### config.mk
export PLATFORM = sky130hd
export DESIGN_NAME = febs_top
export DESIGN_NICKNAME = d
export VERILOG_FILES = /design/src/rtl/febs_pkg.sv /design/src/rtl/febs_remap_if.sv /design/src/rtl/febs_remap.sv /design/src/rtl/febs_top.sv
export SDC_FILE = /design/constraint.sdc
export NUM_CORES = 1
export LEC_CHECK = 0
export BUFFER_PORTS_ARGS = -buffer_cell sky130_fd_sc_hd__buf_4
export CAP_MARGIN = 20
export CELL_PAD_IN_SITES_DETAIL_PLACEMENT = 0
export CELL_PAD_IN_SITES_GLOBAL_PLACEMENT = 1
export CORE_UTILIZATION = 36
export CTS_CLUSTER_DIAMETER = 80
export DETAILED_ROUTE_END_ITERATION = 10
export PLACE_DENSITY_LB_ADDON = 0.1
export RECOVER_POWER = 25
export SLEW_MARGIN = 15
export SYNTH_ARGS = -nofsm -noshare
export SYNTH_HDL_FRONTEND = slang
export SYNTH_SLANG_ARGS = --single-unit
### constraint.sdc
create_clock -name clock -period 4.6 [get_ports clock]
set_input_delay 0.69 -clock clock [delete_from_list [all_inputs] [get_ports clock]]
set_output_delay 0.69 -clock clock [all_outputs]
set_load 0.02 [all_outputs]
### src/rtl/febs_pkg.sv
/*
 holds the register offsets, field positions, reset values and address
 constants of the erase-block select and RAM overlay logic.
 assumes a 24-bit CPU address and a plain register port with 8-bit data.
*/
package febs_pkg;
   // register offsets on the plain register port
   localparam logic [3:0] off_flash_control_one = 4'h0;
   localparam logic [3:0] off_erase_block_select_lo = 4'h2;
   localparam logic [3:0] off_erase_block_select_hi = 4'h3;
   localparam logic [3:0] off_ram_overlay_control = 4'h4;
   localparam logic [3:0] off_protect_status = 4'h5;

   // reset values
   localparam logic [7:0] rst_flash_control_one = 8'h00;
   localparam logic [7:0] rst_erase_block_select = 8'h00;
   localparam logic [7:0] rst_ram_overlay_control = 8'h00;

   // edges the mode synchroniser needs before its output holds the straps
   localparam logic [1:0] mode_settle_cycles = 2'h2;

   // field positions
   localparam int pos_flash_write_unlock = 6;
   localparam int pos_overlay_select = 3;
   localparam int pos_overlay_reserved = 4;
   localparam logic [7:0] hi_writable_mask = 8'hff;
   localparam logic [7:0] overlay_writable_mask = 8'h1f;

   // address map
   localparam logic [23:0] flash_base_low_modes = 24'h000000;
   localparam logic [23:0] flash_base_high_modes = 24'h100000;
   localparam logic [23:0] block_eight_offset = 24'h008000;
   localparam logic [23:0] block_eight_last = 24'h00ffff;
   localparam logic [23:0] flash_last_offset = 24'h05ffff;
   localparam logic [23:0] ram_window_base = 24'hffb000;
   localparam int small_block_shift = 12;
   localparam int large_block_shift = 16;
   localparam int block_count = 14;

   // operating modes from the mode pins
   localparam logic [2:0] mode_three = 3'h3;
   localparam logic [2:0] mode_four = 3'h4;
   localparam logic [2:0] mode_five = 3'h5;
   localparam logic [2:0] mode_six = 3'h6;
   localparam logic [2:0] mode_seven = 3'h7;
endpackage

### src/rtl/febs_remap_if.sv
/*
 carries the overlay settings from the register logic to the address remap.
 assumes both ends share one clock.
*/
`timescale 1ns/1ps
interface febs_remap_if;
   logic overlay_on;
   logic [2:0] overlay_area;
   logic high_base;
   modport regs (output overlay_on, output overlay_area, output high_base);
   modport remap (input overlay_on, input overlay_area, input high_base);
endinterface

### src/rtl/febs_remap.sv
/*
 address remap: decodes the erase block of a CPU address and redirects
 the selected 4-kbyte flash block into a fixed RAM window.
 assumes settings come from the register logic on the same clock.
*/
`timescale 1ns/1ps
module febs_remap (
   input wire logic clock,
   input wire logic rst,
   febs_remap_if.remap cfg,
   input wire logic [23:0] cpu_addr,
   output logic [23:0] mapped_addr_ff,
   output logic to_ram_ff,
   output logic [13:0] addr_block_ff,
   output logic in_flash_ff
);
   logic [23:0] base;
   logic [23:0] offs;
   logic [23:0] ovl_start;
   logic in_range;
   logic [13:0] blk;
   logic hit;

   always_comb begin
      base = cfg.high_base ? febs_pkg::flash_base_high_modes
                           : febs_pkg::flash_base_low_modes;
      offs = cpu_addr - base;
      in_range = (cpu_addr >= base) && (offs <= febs_pkg::flash_last_offset);
      blk = '0;
      if (in_range) begin
         if (offs < febs_pkg::block_eight_offset) begin
            blk[offs[14:12]] = 1'b1; // RULE7
         end else if (offs <= febs_pkg::block_eight_last) begin
            blk[8] = 1'b1; // RULE8
         end else begin
            blk[4'(offs[19:16]) + 4'h8] = 1'b1; // RULE9
         end
      end
      ovl_start = base + {9'h000, cfg.overlay_area, 12'h000}; // RULE13 RULE18
      hit = cfg.overlay_on && in_range && (cpu_addr[23:12] == ovl_start[23:12]);
   end

   // registered so a new setting applies from the next access onward
   always_ff @(posedge clock or posedge rst) begin
      if (rst) begin
         mapped_addr_ff <= 24'h000000;
         to_ram_ff <= 1'b0;
         addr_block_ff <= 14'h0000;
         in_flash_ff <= 1'b0;
      end else begin
         to_ram_ff <= hit; // RULE10 RULE12 RULE20
         mapped_addr_ff <= hit ? {febs_pkg::ram_window_base[23:12], cpu_addr[11:0]}
                               : cpu_addr;
         addr_block_ff <= blk;
         in_flash_ff <= in_range && !hit;
      end
   end
endmodule

### src/rtl/febs_top.sv
/*
 erase-block select registers, write-unlock control and RAM overlay control,
 with the address remap instantiated below.
 assumes a single-cycle register port and stable mode pins after reset.
*/
// The strobed register port and the register addresses were decided locally.
// Summary of operation
// RULE1 - upper select register reads zero while write unlock is clear
// RULE2 - more than one select bit set clears both select registers
// RULE3 - software sets at most one select bit overall
// RULE4 - upper bits five to one pick 64-kbyte blocks thirteen to nine
// RULE5 - upper bit zero picks the 32-kbyte block eight
// RULE6 - software keeps reserved bits at zero
// RULE7 - blocks zero to seven are 4-kbyte steps from mode base
// RULE8 - block eight at offset 8000 to ffff, then 64-kbyte blocks
// RULE9 - highest block ends at 05ffff or 15ffff by mode
// RULE10 - overlay select set redirects the chosen block into RAM
// RULE11 - overlay active protects every block from program and erase
// RULE12 - overlay select clear sends accesses to the flash array
// RULE13 - overlay area code n picks 4-kbyte block n
// RULE14 - overlay control bits seven to five read zero
// RULE15 - software avoids the emulated area right after the write
// RULE16 - software writes overlay control only in user modes
// RULE17 - select writes ignored while write unlock is clear
// RULE18 - in modes five and six overlay code zero maps 100000
// RULE19 - lower bit n picks 4-kbyte block n
// RULE20 - remap applies from the next access into a fixed RAM window
`timescale 1ns/1ps
module febs_top (
   input wire logic clock,
   input wire logic rst,
   input wire logic [2:0] mode_pins,
   input wire logic [3:0] reg_addr,
   input wire logic [7:0] reg_wdata,
   input wire logic reg_wr,
   input wire logic reg_rd,
   output logic [7:0] reg_rdata_ff,
   input wire logic [23:0] cpu_addr,
   output logic [23:0] mapped_addr_ff,
   output logic to_ram_ff,
   output logic [13:0] erase_target,
   output logic [13:0] addr_block,
   output logic in_flash,
   output logic write_protect
);
   logic [2:0] mode_meta_ff;
   logic [2:0] mode_sync_ff;
   logic [2:0] mode_ff;
   logic mode_taken_ff;
   logic [1:0] mode_cnt_ff;
   logic [7:0] flash_control_one_ff;
   logic [7:0] erase_block_select_lo_ff;
   logic [7:0] erase_block_select_hi_ff;
   logic [7:0] ram_overlay_control_ff;
   logic [7:0] nxt_lo;
   logic [7:0] nxt_hi;
   logic [13:0] nxt_sel;
   logic unlock;
   logic wr_fc;
   logic wr_lo;
   logic wr_hi;
   logic wr_ovl;
   logic [7:0] rd_mux;

   febs_remap_if cfg_bus ();

   // mode pins are straps from outside: two flops, then caught once
   always_ff @(posedge clock or posedge rst) begin
      if (rst) begin
         mode_meta_ff <= 3'h0;
         mode_sync_ff <= 3'h0;
      end else begin
         mode_meta_ff <= mode_pins;
         mode_sync_ff <= mode_meta_ff;
      end
   end

   // the synchroniser shows its reset value for two edges; catching earlier locks mode zero
   always_ff @(posedge clock or posedge rst) begin
      if (rst) begin
         mode_ff <= 3'h0;
         mode_taken_ff <= 1'b0;
         mode_cnt_ff <= 2'h0;
      end else if (mode_cnt_ff != febs_pkg::mode_settle_cycles) begin
         mode_cnt_ff <= mode_cnt_ff + 2'h1;
      end else if (!mode_taken_ff) begin
         mode_ff <= mode_sync_ff;
         mode_taken_ff <= 1'b1;
      end
   end

   assign wr_fc = reg_wr && (reg_addr == febs_pkg::off_flash_control_one);
   assign wr_lo = reg_wr && (reg_addr == febs_pkg::off_erase_block_select_lo);
   assign wr_hi = reg_wr && (reg_addr == febs_pkg::off_erase_block_select_hi);
   assign wr_ovl = reg_wr && (reg_addr == febs_pkg::off_ram_overlay_control);
   assign unlock = flash_control_one_ff[febs_pkg::pos_flash_write_unlock];

   // only the write-unlock bit is kept; sequencing bits are not modelled here
   always_ff @(posedge clock or posedge rst) begin
      if (rst) begin
         flash_control_one_ff <= febs_pkg::rst_flash_control_one;
      end else if (wr_fc) begin
         flash_control_one_ff <= reg_wdata & (8'h01 << febs_pkg::pos_flash_write_unlock);
      end
   end

   always_comb begin
      nxt_lo = erase_block_select_lo_ff;
      nxt_hi = erase_block_select_hi_ff;
      if (wr_lo) begin
         nxt_lo = reg_wdata;
      end
      if (wr_hi) begin
         nxt_hi = reg_wdata & febs_pkg::hi_writable_mask;
      end
      nxt_sel = {nxt_hi[5:0], nxt_lo};
      if (!unlock || (wr_fc && !reg_wdata[febs_pkg::pos_flash_write_unlock])) begin
         nxt_lo = febs_pkg::rst_erase_block_select; // RULE17
         nxt_hi = febs_pkg::rst_erase_block_select; // RULE1
      end else if (!$onehot0({nxt_hi[7:6], nxt_sel})) begin
         nxt_lo = febs_pkg::rst_erase_block_select; // RULE2
         nxt_hi = febs_pkg::rst_erase_block_select; // RULE2
      end
   end

   always_ff @(posedge clock or posedge rst) begin
      if (rst) begin
         erase_block_select_lo_ff <= febs_pkg::rst_erase_block_select;
         erase_block_select_hi_ff <= febs_pkg::rst_erase_block_select;
      end else begin
         erase_block_select_lo_ff <= nxt_lo;
         erase_block_select_hi_ff <= nxt_hi;
      end
   end

   always_ff @(posedge clock or posedge rst) begin
      if (rst) begin
         ram_overlay_control_ff <= febs_pkg::rst_ram_overlay_control;
      end else if (wr_ovl) begin
         ram_overlay_control_ff <= reg_wdata & febs_pkg::overlay_writable_mask; // RULE14
      end
   end

   // one-hot erase target: bit n is block n
   assign erase_target = {erase_block_select_hi_ff[5:1], // RULE4
                          erase_block_select_hi_ff[0], // RULE5
                          erase_block_select_lo_ff}; // RULE19
   assign write_protect = ram_overlay_control_ff[febs_pkg::pos_overlay_select]; // RULE11

   assign cfg_bus.overlay_on = ram_overlay_control_ff[febs_pkg::pos_overlay_select];
   assign cfg_bus.overlay_area = ram_overlay_control_ff[2:0];
   assign cfg_bus.high_base = (mode_ff == febs_pkg::mode_five) ||
                              (mode_ff == febs_pkg::mode_six); // RULE18

   febs_remap u_remap (
      .clock(clock),
      .rst(rst),
      .cfg(cfg_bus),
      .cpu_addr(cpu_addr),
      .mapped_addr_ff(mapped_addr_ff),
      .to_ram_ff(to_ram_ff),
      .addr_block_ff(addr_block),
      .in_flash_ff(in_flash)
   );

   always_comb begin
      unique case (reg_addr)
         febs_pkg::off_flash_control_one: rd_mux = flash_control_one_ff;
         febs_pkg::off_erase_block_select_lo: rd_mux = erase_block_select_lo_ff;
         febs_pkg::off_erase_block_select_hi: rd_mux = erase_block_select_hi_ff;
         febs_pkg::off_ram_overlay_control: rd_mux = ram_overlay_control_ff;
         febs_pkg::off_protect_status: rd_mux = {7'h00, write_protect};
         default: rd_mux = 8'h00;
      endcase
   end

   // read data valid only in the cycle after the strobe
   always_ff @(posedge clock or posedge rst) begin
      if (rst) begin
         reg_rdata_ff <= 8'h00;
      end else begin
         reg_rdata_ff <= reg_rd ? rd_mux : 8'h00;
      end
   end
endmodule

==> summary.md <==
| Metric | Value |
|---|---|
| DP HPWL | 5870 um |
| HP Class | reg2reg |
| Final Instance Area | 4850 sq um |
| Slowest cell on crit path | fa_1 |
| Buffers on Ports | 105 |
| Root buffer cell | clkbuf_8 |
| Post-synth EDFFs | 0 |
| Via Count | 2387 |
| RePlAce Congestion | 0.789 |
| Syn nets | 339 |
| Mapped Cells | 278 |
| Synth warn | 0 |
| Worst-margin pin slew | 1460 ps |
| Util after Layout | 51.5% |
| Post-Synth Simple-Gate Area | 15.4% |
| Setup CP Type | in2reg |
| Global-route wire length before repair | 12400 um |
| Critical Path Most Common Cell | fa_1 |
| Core area | 9420 sq um |
| Routed wire length | 7630 um |
| Clk_skew | 4.79 ps |
| Period minus WS final | 4680 ps |
| H-tree levels | 3 |
| Fillcell total | 865 |
| Top_reg_cell synth | dfrtp_1 |
| Tcrit/Tclk final | 102% |
| Max VDD drop | 0.146 mV |
| Initial Util | 37.9% |
| Endpoints failing hold | 0 |
| Final setup fails | 16 |
| Area Growth Syn to Fin | 36.1% |
| Largest family of logic cells by synthesized area | simple AND/OR/NAND/NOR gates |
| Post-detailed-route via-to-cell ratio | 4.50 |
| Setup ws final | -85.0 ps |
| CTS Hold Bufs | 0 |
| Synth Area in XOR/XNOR | 1.72% |
| Buffer depth of the longest clock path | 2 |
| Tot Pwr | 1.60 mW |
| Max frequency | 213 MHz |
| Synth Area in Compound Gates | 2.35% |
| Violated checks | max-capacitance violations, negative setup slack |
| Critical Path Start Type | input port |
| Worst path buffer plus inverter count | 3 |
| Ys async rst share | 100% |
| Gr usage total | 16.1% |
| Max-Cap Viols | 1 |
| Register bit total from synthesis | 82 |
| WL/cell | 14.4 um |
| Final Net Count | 459 |
| Nature of the critical path endpoint | flip-flop |
| CTS tree | yes |
| Chip width | 102 um |
| Clk_lat worst skew | 340 ps |
| Number of global-route vias before repair | 2387 |
| Worst EP required | 4870 ps |
| Slew Limit Fails | 0 |
| Mux contribution to synthesized area | 9.75% |
| RSZ-0062 raised after global routing | true |
| CP max FO | 11 |
| Initial antenna violation count | 0 |
| Avg Inst Size Synth | 12.8 sq um |
| Num CTS Buffers | 9 |
| Clock-pin slew on the worst setup and hold paths | 80 ps |
| Largest net degree at the start of global routing | 50 |
| Drt pass-1 iters | 4 |
| Synth Area in Adders | 8.42% |
| Arr. time, crit path | 4950 ps |
| Max transition margin | 2.11% |
| Ratio of cells with drive above 1 in the final layout | 43.3% |
| Synth unique cells | 43 |
| Ant diodes | 0 |
| Area after DPL | 4570 sq um |
| GR Overflow Total | 0 |
| I/O pin count | 106 |
| Leakage power | 2.44 nW |
| Crit path largest cell delay | 570 ps |
| Largest delay share family, worst path | adder cells |
| Pwr dens | 330 nW/um^2 |
| # DRC | 0 |
| Cell Chain, Critical Path | buf_8 > nor2_4 > and4b_1 > buf_6 > mux2_4 > fa_1 > fa_1 > fa_1 > fa_1 > ha_2 > fa_1 > nor4b_2 > o221ai_2 > buf_6 > nor2b_1 |
| Synthesized area | 3570 sq um |
| Initial DRC count | 38 |
| Clock sink count | 82 |
| Die H | 102 um |
| Site row count | 35 |
| Register area share after synthesis | 57.5% |
| Post-DRT Antenna Nets | 0 |
| Status | complete, but fails checks |
| Die area | 10300 sq um |
==> metal layers <==
metal	routed length, um	part of all wire [%]	track usage, %
met1	3400	45	20.3
met2	3840	50	26.9
met3	287	3.8	3.80
met4	106	1.4	6.02
met5	0	0	0
==> power by group <==
group          total [mW]  internal (mW)  switching, mW
logic               0.209         0.0999          0.109
registers           0.770          0.750         0.0197
clock network       0.622          0.361          0.262
total                1.60           1.21          0.391
==> final cells by class <==
type | count | area, sq um | share of cell area [%]
timing repair buffer | 124 | 950 | 19.6
clock inverter | 6 | 115 | 2.37
inverter | 18 | 68.8 | 1.42
multi-input combinational | 163 | 1380 | 28.5
clock buffer | 9 | 124 | 2.55
sequential | 82 | 2050 | 42.3
tap | 129 | 161 | 3.33
==> layout by cell type, fill, tap and decap left out, drive strengths merged, types with 2 or more instances in the layout <==
master / n
buf: 108
dfrtp: 82
clkbuf: 25
mux2: 22
inv: 18
nor2: 17
nand2: 16
nor2b: 16
nor4: 10
mux2i: 10
fa: 10
ha: 8
nand2b: 7
nor3: 7
nor4b: 6
xor2: 5
a2bb2oi: 4
nand3: 3
bufinv: 3
xnor2: 2
or2b: 2
nand4: 2
and2: 2
clkinvlp: 2
==> metrics by stage <==
| step | setup WS, ps | std cells | hold WS [ps] | setup TNS [ps] |
|---|---|---|---|---|
| 4_1_cts | -69.5 | 531 | 347 | -855 |
| 3_5_place_dp | -543 | 514 | 336 | -8260 |
| 3_3_place_gp | -497 | 514 | 336 | -7670 |
| 6_report | -85.0 | 531 | 351 | -1090 |
| 5_1_grt | -285 | 531 | 361 | -4200 |
| 2_1_floorplan | -289 | 278 | 331 | -3620 |
==> path summary, 6_finish.rpt <==
check	startpoint	endpoint	slack, ps	cells past startpoint
worst max-delay path	reg_addr[2]	erase_block_select_lo_ff[1]	-80	15
worst min-delay path	mode_meta_ff[1]	mode_sync_ff[1]	350	0
worst max register to register	erase_block_select_lo_ff[3]	erase_block_select_lo_ff[1]	430	11
worst min register to register	mode_meta_ff[1]	mode_sync_ff[1]	350	0
max in group asynchronous	rst	ram_overlay_control_ff[4]	2670	3
min in group asynchronous	rst	u_remap.mapped_addr_ff[4]	680	2
==> Yosys cell counts (4+ instances only) <==
library cell / n / area [sq um]
a2bb2oi_1: 4 / 35.0
buf_4: 6 / 45.0
dfrtp_1: 82 / 2050
fa_1: 10 / 200
ha_1: 8 / 100
inv_1: 18 / 67.6
mux2_2: 22 / 248
mux2i_1: 10 / 100
nand2_1: 16 / 60.1
nand2b_1: 7 / 43.8
nor2_1: 16 / 60.1
nor2b_1: 16 / 100
nor3_1: 7 / 35.0
nor4_1: 10 / 62.6
nor4b_1: 5 / 43.8
xor2_1: 5 / 43.8
==> cell families (layout without fill, tap and decap cells) <==
group	Yosys count	in the layout
flip-flops	82	82
AND/OR/NAND/NOR	95	95
AO/OA/AOI/OAI	11	11
multiplexers	32	32
adder cells (fa/ha/maj)	18	18
buffers and inverters	33	157
XOR/XNOR	7	7
==> flip-flops by register name, summed over array words and instances (netlist names) <==
register                  flops
u_remap.mapped_addr_ff       24
u_remap.addr_block_ff        14
erase_block_select_hi_ff      8
erase_block_select_lo_ff      8
reg_rdata_ff                  8
ram_overlay_control_ff        5
mode_ff                       3
mode_meta_ff                  3
mode_sync_ff                  3
mode_cnt_ff                   2
flash_control_one_ff          1
mode_taken_ff                 1
u_remap.in_flash_ff           1
u_remap.to_ram_ff             1
==> repair_timing <==
| item | 4_1_cts | 5_1_grt |
|---|---|---|
| pin swaps | 9 | 4 |
| buffers inserted | 2 | 0 |
| setup endpoints to repair | 16 | 16 |
| resized for setup | 5 | 3 |
No activity file was read; power rests on OpenSTA's default activity.
